**src/design/wake_pkg.sv**
```systemverilog
package wake_pkg;
  // ==========================================================
  // Geometry
  localparam int unsigned LANES = 6;
  localparam int unsigned LANES_A = 4;
  localparam int unsigned ADDR_W = 8;
  localparam int unsigned DATA_W = 32;
  localparam int unsigned LANE_W = 8;
  localparam int unsigned MODE_W = 3;
  localparam int unsigned STATUS_W = 2;
  localparam int unsigned CLEAR_W = 5;
  // ==========================================================
  // Register offsets
  localparam logic [ADDR_W-1:0] ADDR_MODE_A = 8'h00;
  localparam logic [ADDR_W-1:0] ADDR_MODE_B = 8'h04;
  localparam logic [ADDR_W-1:0] ADDR_CLEAR = 8'h08;
  // ==========================================================
  // Field positions inside one byte lane
  localparam int unsigned MODE_LSB = 4;
  localparam int unsigned STATUS_LSB = 2;
  localparam int unsigned ENABLE_BIT = 0;
  localparam logic [DATA_W-1:0] UNUSED_MASK = 32'h82828282;
  // ==========================================================
  // Detection modes and edge status codes
  typedef logic [MODE_W-1:0] mode_t;
  typedef logic [STATUS_W-1:0] status_t;
  localparam mode_t MODE_LOW = 3'h0;
  localparam mode_t MODE_HIGH = 3'h1;
  localparam mode_t MODE_FALL = 3'h2;
  localparam mode_t MODE_RISE = 3'h3;
  localparam mode_t MODE_BOTH = 3'h4;
  localparam status_t STATUS_NONE = 2'h0;
  localparam status_t STATUS_RISE = 2'h1;
  localparam status_t STATUS_FALL = 2'h2;
  localparam logic [CLEAR_W-1:0] CLEAR_LAST = 5'h05;
  // ==========================================================
  // Reset values
  localparam mode_t MODE_RESET = MODE_FALL;
  localparam logic ENABLE_RESET = 1'b0;
endpackage : wake_pkg

```
**src/design/wake_lane_if.sv**
```systemverilog
`timescale 1ns/1ps
`default_nettype none
interface wake_lane_if;
  import wake_pkg::*;
  mode_t mode;
  logic level;
  logic clear;
  logic pending;
  status_t status;
  modport ctrl (output mode, output level, output clear, input pending, input status);
  modport lane (input mode, input level, input clear, output pending, output status);
endinterface : wake_lane_if
`default_nettype wire

```
**src/design/standby_wakeup_source_detector.sv**
```systemverilog
// Added by the designer: the address map and the plain strobed port.
`timescale 1ns/1ps
`default_nettype none
// Summary of operation
// - A lane's 3-bit mode selects low, high, fall, rise or both edges; 101-111 detect nothing.
// - Each lane has a read-only 2-bit edge status: 01 rising, 10 falling, 11 both.
// - The edge status is set only while the lane is in both-edge mode.
// - Clearing a lane's request through the clear register also clears its edge status.
// - A lane's enable bit lets its pending request release standby; zero blocks it.
// - A lane byte holds mode at 6-4, status at 3-2, enable at 0; A has lanes 0-3, B 4-5.
// - Writing code 0 to 5 to the clear register clears that lane; other codes do nothing.
module standby_wakeup_source_detector (
  input wire logic clock_i,
  input wire logic rst_b_i,
  input wire logic [wake_pkg::ADDR_W-1:0] address_i,
  input wire logic [wake_pkg::DATA_W-1:0] write_data_i,
  input wire logic write_strobe_i,
  input wire logic read_strobe_i,
  output logic [wake_pkg::DATA_W-1:0] read_data_o,
  input wire logic low_voltage_wake_event_i,
  input wire logic [3:0] external_wake_line_i,
  input wire logic clock_calendar_wake_event_i,
  output logic wake_request_o,
  output logic [wake_pkg::LANES-1:0] wake_pending_o
);
  import wake_pkg::*;

  typedef struct packed {
    logic [LANES-1:0] sync1;
    logic [LANES-1:0] sync2;
    logic [LANES-1:0] sync3;
    logic [LANES-1:0] filt;
    logic [LANES-1:0][MODE_W-1:0] mode;
    logic [LANES-1:0] enable;
    logic [DATA_W-1:0] rdata;
    logic wake;
    logic [LANES-1:0] pend_out;
  } top_state_s;

  localparam top_state_s TOP_RESET = '{
    sync1: '0, sync2: '0, sync3: '0, filt: '0,
    mode: {LANES{MODE_RESET}},
    enable: {LANES{ENABLE_RESET}},
    rdata: '0, wake: 1'b0, pend_out: '0
  };

  top_state_s q;
  top_state_s d;
  logic [LANES-1:0] sources;
  logic [LANES-1:0] lane_pending;
  logic [LANES-1:0][STATUS_W-1:0] lane_status;
  logic [LANES-1:0] clear_vec;
  logic [DATA_W-1:0] read_word;
  logic sel_a;
  logic sel_b;
  logic sel_clear;

  // ==========================================================
  // Helpers
  function automatic logic [LANE_W-1:0] lane_byte(input mode_t m, input status_t s, input logic e);
    logic [LANE_W-1:0] b;
    b = '0;
    b[MODE_LSB +: MODE_W] = m;
    b[STATUS_LSB +: STATUS_W] = s;
    b[ENABLE_BIT] = e;
    return b;
  endfunction : lane_byte

  function automatic int unsigned lane_slot(input int unsigned lane);
    return (lane < LANES_A) ? lane : lane - LANES_A;
  endfunction : lane_slot

  assign sources = {clock_calendar_wake_event_i, external_wake_line_i, low_voltage_wake_event_i};
  assign sel_a = (address_i == ADDR_MODE_A);
  assign sel_b = (address_i == ADDR_MODE_B);
  assign sel_clear = (address_i == ADDR_CLEAR);

  // ==========================================================
  // Register read mux
  always_comb begin
    read_word = '0;
    if (sel_a) begin
      for (int unsigned i = 0; i < LANES_A; i++) begin
        read_word[i*LANE_W +: LANE_W] =
          lane_byte(q.mode[i], lane_status[i], q.enable[i]);
      end
    end else if (sel_b) begin
      for (int unsigned i = LANES_A; i < LANES; i++) begin
        read_word[lane_slot(i)*LANE_W +: LANE_W] =
          lane_byte(q.mode[i], lane_status[i], q.enable[i]);
      end
    end
  end

  // ==========================================================
  // Clear decode
  always_comb begin
    for (int unsigned i = 0; i < LANES; i++) begin
      clear_vec[i] = write_strobe_i && sel_clear &&
        (write_data_i[CLEAR_W-1:0] == CLEAR_W'(i));
    end
  end

  // ==========================================================
  // Next state
  always_comb begin
    d = q;
    d.sync1 = sources;
    d.sync2 = q.sync1;
    d.sync3 = q.sync2;
    for (int unsigned i = 0; i < LANES; i++) begin
      if (q.sync2[i] == q.sync3[i]) begin
        d.filt[i] = q.sync3[i];
      end
    end
    // Mode and enable only; status bits are read-only
    for (int unsigned i = 0; i < LANES; i++) begin
      if (write_strobe_i && ((i < LANES_A) ? sel_a : sel_b)) begin
        d.mode[i] = write_data_i[lane_slot(i)*LANE_W + MODE_LSB +: MODE_W];
        d.enable[i] = write_data_i[lane_slot(i)*LANE_W + ENABLE_BIT];
      end
    end
    d.rdata = read_strobe_i ? read_word : '0;
    // Mode and enable change in the same write, so enable can meet a request latched under the old mode
    d.wake = |(lane_pending & q.enable);
    d.pend_out = lane_pending;
  end

  always_ff @(posedge clock_i or negedge rst_b_i) begin
    if (!rst_b_i) begin
      q <= TOP_RESET;
    end else begin
      q <= d;
    end
  end

  // ==========================================================
  // Lanes
  // Lane k watches source bit k: 0 low voltage, 1-4 external lines, 5 clock calendar
  for (genvar g = 0; g < LANES; g++) begin : g_lane
    wake_lane_if lane_bus ();
    assign lane_bus.mode = q.mode[g];
    assign lane_bus.level = q.filt[g];
    assign lane_bus.clear = clear_vec[g];
    assign lane_pending[g] = lane_bus.pending;
    assign lane_status[g] = lane_bus.status;
    wake_lane u_lane (
      .clock_i(clock_i),
      .rst_b_i(rst_b_i),
      .bus(lane_bus)
    );
  end

  assign read_data_o = q.rdata;
  assign wake_request_o = q.wake;
  assign wake_pending_o = q.pend_out;
endmodule : standby_wakeup_source_detector
`default_nettype wire

```
**src/design/wake_lane.sv**
```systemverilog
`timescale 1ns/1ps
`default_nettype none
module wake_lane (
  input wire logic clock_i,
  input wire logic rst_b_i,
  wake_lane_if.lane bus
);
  import wake_pkg::*;

  typedef struct packed {
    logic armed;
    logic prev;
    logic pending;
    status_t status;
  } lane_state_s;

  lane_state_s q;
  lane_state_s d;
  logic rise;
  logic fall;
  logic hit;

  // ==========================================================
  // Detection
  always_comb begin
    d = q;
    // First sample after reset only primes the edge history
    rise = q.armed && !q.prev && bus.level;
    fall = q.armed && q.prev && !bus.level;
    unique case (bus.mode)
      MODE_LOW: hit = q.armed && !bus.level;
      MODE_HIGH: hit = q.armed && bus.level;
      MODE_FALL: hit = fall;
      MODE_RISE: hit = rise;
      MODE_BOTH: hit = rise || fall;
      default: hit = 1'b0;
    endcase
    d.armed = 1'b1;
    d.prev = bus.level;
    if (bus.clear) begin
      d.pending = 1'b0;
      d.status = STATUS_NONE;
    end
    // Set wins over clear
    if (hit) begin
      d.pending = 1'b1;
    end
    if (bus.mode == MODE_BOTH) begin
      if (rise) begin
        d.status = d.status | STATUS_RISE;
      end
      if (fall) begin
        d.status = d.status | STATUS_FALL;
      end
    end
  end

  always_ff @(posedge clock_i or negedge rst_b_i) begin
    if (!rst_b_i) begin
      q <= '{armed: 1'b0, prev: 1'b0, pending: 1'b0, status: STATUS_NONE};
    end else begin
      q <= d;
    end
  end

  assign bus.pending = q.pending;
  assign bus.status = q.status;
endmodule : wake_lane
`default_nettype wire

```
**config.mk**
```make
export PLATFORM = sky130hd
export DESIGN_NAME = standby_wakeup_source_detector
export DESIGN_NICKNAME = d
export VERILOG_FILES = /design/src/design/wake_pkg.sv /design/src/design/wake_lane_if.sv /design/src/design/standby_wakeup_source_detector.sv /design/src/design/wake_lane.sv
export SDC_FILE = /design/constraint.sdc
export NUM_CORES = 1
export LEC_CHECK = 0
export ABC_CLOCK_PERIOD_IN_PS = 1250
export BUFFER_PORTS_ARGS = -buffer_cell sky130_fd_sc_hd__buf_2
export CAP_MARGIN = 10
export CORE_ASPECT_RATIO = 1.4
export CORE_MARGIN = 4
export CORE_UTILIZATION = 40
export DETAILED_ROUTE_END_ITERATION = 10
export GPL_TIMING_DRIVEN = 0
export SLEW_MARGIN = 5
export SYNTH_ARGS = -nofsm -noshare
export SYNTH_HDL_FRONTEND = slang
export SYNTH_SLANG_ARGS = --single-unit
```
**constraint.sdc**
```tcl
create_clock -name clock_i -period 1.25 [get_ports clock_i]
set_input_delay 0.0625 -clock clock_i [delete_from_list [all_inputs] [get_ports clock_i]]
set_output_delay 0.0625 -clock clock_i [all_outputs]
set_load 0.01 [all_outputs]
```
==> results.sh, run 1 <==
export IMPL_r2r_setup_slack_ns=-0.11
export IMPL_path_clk_slew_ns=0.06
export IMPL_hold_viol=0
export IMPL_dp_cells=536
export IMPL_worstPathCellList="buf_6, or4_4, or2_4, buf_4, nor3_4, buf_12, mux2_4"
export IMPL_clockBufferDepth=2
export IMPL_route_detailed_drc=0
export IMPL_max_stage_delay_ns=0.55
export IMPL_period_needed_ns=1.53
export IMPL_h_tree_depth=3
export IMPL_outcome="finished with violations"
export IMPL_layout_setup_ws_ns=-0.278
export IMPL_finalMaxSlewViolations=0
export IMPL_synth_distinct_cells=40
export IMPL_pre_cts_slack_ns=-0.900
export IMPL_cts_tree="done"
export IMPL_cp_arrival_ns=1.75
export IMPL_post_drt_via_cell_ratio=4.76
export IMPL_antenna_found_initial=0
export IMPL_cts_buffers=9
export IMPL_grt_pass1_wl_um=14300
export IMPL_setup_viol=63
export IMPL_area_growth_syn_to_layout_pct=34.9
export IMPL_skew_ns=0.00379
export IMPL_dieArea_um2=12300
export IMPL_synth_area_um2=4230
export IMPL_num_antenna_cells=0
export IMPL_drt_first_pass_iters=4
export IMPL_pin_count=89
export IMPL_cts_sinks=104
export IMPL_maxSlewHeadroom_pct=43.1
export IMPL_period_share_pct=122
export IMPL_wl_per_cell_um=15.1
export IMPL_clkPwrFrac_pct=36.8
export IMPL_grt_use_total_pct=15.4
export IMPL_layout_nets=496
export IMPL_cpMaxStageDelayCell="or4_4"
export IMPL_core_um2=10300
export IMPL_grt_max_degree=67
export IMPL_p_per_area_nw_per_um2=1210
export IMPL_cp_end_kind="flip-flop"
export IMPL_crit_path_start_kind="primary input"
export IMPL_cp_max_fo=8
export IMPL_drv_cap=0
export IMPL_avgSynthCellArea_um2=13.0
export IMPL_grt_overflow=0
export IMPL_switching_share_pct=23.0
export IMPL_p_leak_nw=2.71
export IMPL_worst_path_dominant_cell_family="simple AND/OR/NAND/NOR gates"
export IMPL_die_h_um=130
export IMPL_tightest_slew_ns=0.854
export IMPL_syn_inst=324
export IMPL_synth_seq_area_share_pct=61.8
export IMPL_path_class="primary input to flip-flop"
export IMPL_path_buf_inv=3
export IMPL_ys_ff_latch=104
export IMPL_async_reset_ff_share_pct=100
export IMPL_ys_warnings_count=0
export IMPL_intPower_w=0.00532
export IMPL_clockRootBuffer="clkbuf_16"
export IMPL_num_rows=44
export IMPL_antenna_left=0
export IMPL_crit_required_ns=1.47
export IMPL_gp_congestion=0.794
export IMPL_irDropWorstVdd_mv=0.843
export IMPL_p_switching_w=0.00159
export IMPL_vias=2801
export IMPL_hpwl_um=5870
export IMPL_start_util_pct=40.8
export IMPL_rsz0062_at_grt="yes"
export IMPL_synth_edf_count=0
export IMPL_numPortBuffers=66
export IMPL_drive_gt1_share_pct=42.8
export IMPL_violations="setup timing"
export IMPL_routed_wirelength_um=8880
export IMPL_clock_latency_ns=0.34
export IMPL_synth_largest_area_cell="dfrtp_1"
export IMPL_die_x_um=94.9
export IMPL_grt_pass1_vias=2814
export IMPL_synthFlopType="dfrtp_1"
export IMPL_synth_area_leaders="dfrtp_1, buf_4, mux2_2"
export IMPL_yosys_area_top_type_share_pct=58.0
export IMPL_seq_power_share_pct=53.7
export IMPL_first_iter_violations=134
export IMPL_final_cells=589
export IMPL_hold_class="primary input to flip-flop"
export IMPL_p_comb_share_pct=9.4
export IMPL_fmaxAchievable_mhz=655
## worst paths after layout
path / startpoint / endpoint / cells after the start
max: address_i[4] / g_lane[4].lane_bus.mode[2]$_DFFE_PN0P_ / 7
min: write_data_i[4] / g_lane[4].lane_bus.mode[0]$_DFFE_PN0P_ / 2
max reg2reg: g_lane[3].lane_bus.level$_DFFE_PN0N_ / g_lane[3].u_lane.bus.pending$_DFFE_PN0P_ / 4
min reg2reg: d[80]$_DFF_PN0_ / d[74]$_DFF_PN0_ / 0
max in group asynchronous: rst_b_i / g_lane[1].lane_bus.mode[1]$_DFFE_PN1P_ / 3
min in group asynchronous: rst_b_i / read_data_o[27]$_DFF_PN0_ / 2
## cell usage after synthesis (2+ instances only)
master	number
a21boi_0	4
a21oi_1	6
a22o_1	17
a22oi_1	7
and2_1	11
buf_4	38
clkbuf_1	4
conb_1	2
dfrtp_1	98
dfstp_2	6
inv_1	3
maj3_1	6
mux2_2	24
mux2i_1	12
nand2_1	10
nand2b_1	6
nand3_1	3
nand4_1	2
nor2_1	21
nor2b_1	12
nor3_1	7
nor3_4	2
nor4_1	2
o32ai_1	5
## timing repair
| action | 4_1_cts | 5_1_grt |
|---|---|---|
| resized for setup | 52 | 5 |
| buffers inserted | 14 | 2 |
| pin swaps | 15 | 7 |
| hold endpoints to repair | 63 | 0 |
| gates cloned | 2 | 0 |
| setup endpoints to repair | 62 | 64 |
| hold buffers | 21 | 0 |
## through the flow
stage               power, W  setup TNS (ns)  area [um^2]  hold WS (ns)  util [%]
detailed placement   0.00432          -39.86         4840        0.0664      46.8
finish               0.00692          -12.20         5700        0.0356      55.1
global placement     0.00429         -135.05         4810         0.170      46.5
CTS                  0.00697           -9.43         5700        0.0197      55.1
global route         0.00720          -14.08         5700        0.0198      55.1
floorplan            0.00407          -20.02         4310        -0.233         -
## logic make-up after synthesis
family	after synthesis	share of synthesized area, %
compound gates	43	8.08
xor+xnor	1	0.207
fa+ha+maj	6	1.42
buf+inv	48	7.97
flops	104	61.8
mux	36	9.24
other cells	2	0.178
simple gates	84	11.1
## routing by layer
metal | track usage, % | wire, um
met2 | 25.9 | 4450
met1 | 18.9 | 3800
met4 | 5.86 | 238
met5 | 0 | 0
met3 | 4.18 | 393
## power groups by stage
stage                     Combinational (W)  Sequential [W]  Clock (W)
after floorplan                    0.000340         0.00373          0
after global placement             0.000521         0.00377          0
after detailed placement           0.000548         0.00377          0
after CTS                          0.000648         0.00371    0.00261
after global routing               0.000729         0.00374    0.00273
final                              0.000653         0.00372    0.00255
## cell usage in the layout (no fill, tap or decap), types with 3 or more instances in the layout
master,instances
dfrtp_1,98
buf_2,64
buf_4,45
mux2_4,24
dlygate4sd3_1,21
a22o_1,17
nor2b_1,12
mux2i_1,12
and2_1,11
clkbuf_16,11
nor2_1,9
nand2_1,9
nor2_2,9
conb_1,9
buf_6,8
a22oi_1,7
nand2b_1,6
nor3_1,6
a21oi_1,6
maj3_1,6
dfstp_2,6
o32ai_1,5
clkbuf_1,4
a21boi_0,4
nor3_4,3
inv_1,3
clkbuf_8,3
nor2_4,3
buf_12,3
## state kept, by name, indices dropped and copies added (netlist names)
| signal | flops |
|---|---|
| d | 12 |
| g_lane.lane_bus.level | 6 |
| g_lane.lane_bus.mode | 18 |
| g_lane.u_lane.bus.pending | 6 |
| g_lane.u_lane.bus.status | 12 |
| g_lane.u_lane.q | 7 |
| q | 12 |
| read_data_o | 24 |
| wake_pending_o | 6 |
| wake_request_o | 1 |
## final cells by class
class	instances	area (um^2)
timing repair buffer	105	786
sequential	104	2610
tap	138	173
inverter	3	11.3
clock buffer	13	250
buffer	44	362
multi-input combinational	179	1490
fill	914	4650
clock inverter	3	17.5
No activity file was read; power rests on OpenSTA's default activity.
==> run 2: changes to the inputs <==
CORE_UTILIZATION = 35   (was 40)
==> results.sh, run 2 (synthesis results as in run 1) <==
export IMPL_skew_ns=0.00867
export IMPL_grt_max_degree=71
export IMPL_vias=2767
export IMPL_path_clk_slew_ns=0.07
export IMPL_grt_pass1_wl_um=14300
export IMPL_cts_sinks=104
export IMPL_cp_arrival_ns=1.78
export IMPL_hold_viol=0
export IMPL_cp_max_fo=5
export IMPL_tightest_slew_ns=0.859
export IMPL_numPortBuffers=66
export IMPL_antenna_left=0
export IMPL_die_x_um=101
export IMPL_pre_cts_slack_ns=-0.887
export IMPL_setup_viol=56
export IMPL_largest_reg_flops=24
export IMPL_drv_cap=0
export IMPL_post_drt_via_cell_ratio=4.64
export IMPL_pin_count=89
export IMPL_grt_use_total_pct=13.0
export IMPL_wl_per_cell_um=14.8
export IMPL_irDropWorstVdd_mv=0.804
export IMPL_layout_nets=494
export IMPL_hold_class="primary input to flip-flop"
export IMPL_cpMaxStageDelayCell="or4_4"
export IMPL_violations="setup timing"
export IMPL_cp_end_kind="flip-flop"
export IMPL_crit_required_ns=1.53
export IMPL_cts_tree="done"
export IMPL_path_class="primary input to flip-flop"
export IMPL_drive_gt1_share_pct=43.7
export IMPL_grt_pass1_vias=2873
export IMPL_hpwl_um=6100
export IMPL_area_growth_syn_to_layout_pct=32.5
export IMPL_period_needed_ns=1.50
export IMPL_crit_path_start_kind="primary input"
export IMPL_worstPathCellList="buf_6, or4_4, buf_4, or4_4, nor2_4, buf_6, and2_1"
export IMPL_antenna_found_initial=1
export IMPL_layout_commonest_cell="dfrtp_1"
export IMPL_clockBufferDepth=2
export IMPL_outcome="finished with violations"
export IMPL_h_tree_depth=3
export IMPL_cts_buffers=9
export IMPL_route_detailed_drc=0
export IMPL_fmaxAchievable_mhz=668
export IMPL_first_iter_violations=101
export IMPL_num_antenna_cells=0
export IMPL_start_util_pct=35.7
export IMPL_max_stage_delay_ns=0.56
export IMPL_clock_latency_ns=0.34
export IMPL_p_leak_nw=2.66
export IMPL_final_core_util_pct=47.4
export IMPL_drt_first_pass_iters=4
export IMPL_num_rows=47
export IMPL_maxSlewHeadroom_pct=42.8
export IMPL_core_um2=11800
export IMPL_die_h_um=138
export IMPL_final_cell_mix="dfrtp_1, buf_2, buf_4, dlygate4sd3_1"
export IMPL_layout_setup_ws_ns=-0.247
export IMPL_routed_wirelength_um=8790
export IMPL_gp_congestion=0.796
export IMPL_finalMaxSlewViolations=0
export IMPL_dieArea_um2=13900
export IMPL_rsz0062_at_grt="yes"
export IMPL_fillers=1077
export IMPL_clockRootBuffer="clkbuf_16"
export IMPL_p_per_area_nw_per_um2=1280
export IMPL_period_share_pct=120
export IMPL_grt_overflow=0
run 2: changes by cell type in the layout (fill, tap and decap cells not counted), moves of 3 or more:
cell,delta
buf_8,+3
dfrtp_1,-3
mux2_4,-15
nor2_1,+8
buf_4,+6
nor2_2,-6
mux2_2,+15
clkbuf_8,-3
dfrtp_2,+3
buf_6,-5
run 2: path summary, 6_finish.rpt:
check                                                       start                                        to  slack [ns]  depth (start not counted)
max in group asynchronous                                 rst_b_i    g_lane[3].lane_bus.mode[1]$_DFFE_PN1P_        0.33                          3
hold / removal                                    write_data_i[4]    g_lane[0].lane_bus.mode[0]$_DFFE_PN0P_        0.03                          2
setup reg to reg           g_lane[1].lane_bus.mode[1]$_DFFE_PN1P_  g_lane[1].u_lane.bus.pending$_DFFE_PN0P_       -0.02                          4
min in group asynchronous                                 rst_b_i                           d[75]$_DFF_PN0_        0.21                          2
setup / recovery                                     address_i[1]                 read_data_o[27]$_DFF_PN0_       -0.25                          7
hold reg to reg                                   d[75]$_DFF_PN0_                           d[69]$_DFF_PN0_        0.35                          0
run 2: timing repair:
item | CTS | global route
hold endpoints to repair | 58 | 0
hold buffers | 21 | 0
pin swaps | 7 | 15
endpoints found under the setup margin | 62 | 64
buffers inserted | 10 | 4
gates resized for setup | 19 | 20
cloned | 1 | 0
run 2: power by group:
part           switching (W)  internal (W)  leakage, nW  total, W
sequential          0.000158       0.00356         1.28   0.00372
combinational       0.000292      0.000362         1.24  0.000655
clock                0.00123       0.00156        0.139   0.00279
total                0.00168       0.00548         2.66   0.00716
run 2: area by class of cell:
cell class / count / area, um^2 / share of cell area, %
clock buffers: 10 / 229 / 4.09
repair buffers: 103 / 713 / 12.7
inverters: 3 / 11.3 / 0.201
plain buffers: 44 / 353 / 6.30
clock inverters: 6 / 67.6 / 1.21
flip-flops and latches: 104 / 2610 / 46.7
well taps: 147 / 184 / 3.28
multi-input cells: 179 / 1430 / 25.5
run 2: stage by stage:
stage	total power [W]	TNS, ns	hold WS [ns]	instances	instance area (um^2)
after floorplan	0.00407	-20.02	-0.233	331	4310
after global placement	0.00429	-134.47	0.170	544	4820
after detailed placement	0.00433	-39.65	0.0463	545	4850
after CTS	0.00721	-7.65	0.0208	593	5530
after global routing	0.00744	-11.35	0.0335	596	5600
final	0.00716	-9.68	0.0344	596	5600
run 2: worst max-delay path: cells and delay by family:
family,cells,cell delay [ns]
buffers and inverters,3,0.38
and+or+nand+nor,4,1.33
run 2: layer usage:
| layer | vias up | GRT usage [%] | wire length [um] |
|---|---|---|---|
| met4 | 2 | 4.97 | 164 |
| met1 | 1362 | 15.7 | 3570 |
| met3 | 16 | 3.78 | 474 |
| met2 | 60 | 21.8 | 4580 |
| li1 | 1327 | - | - |
| met5 | - | 0 | 7 |
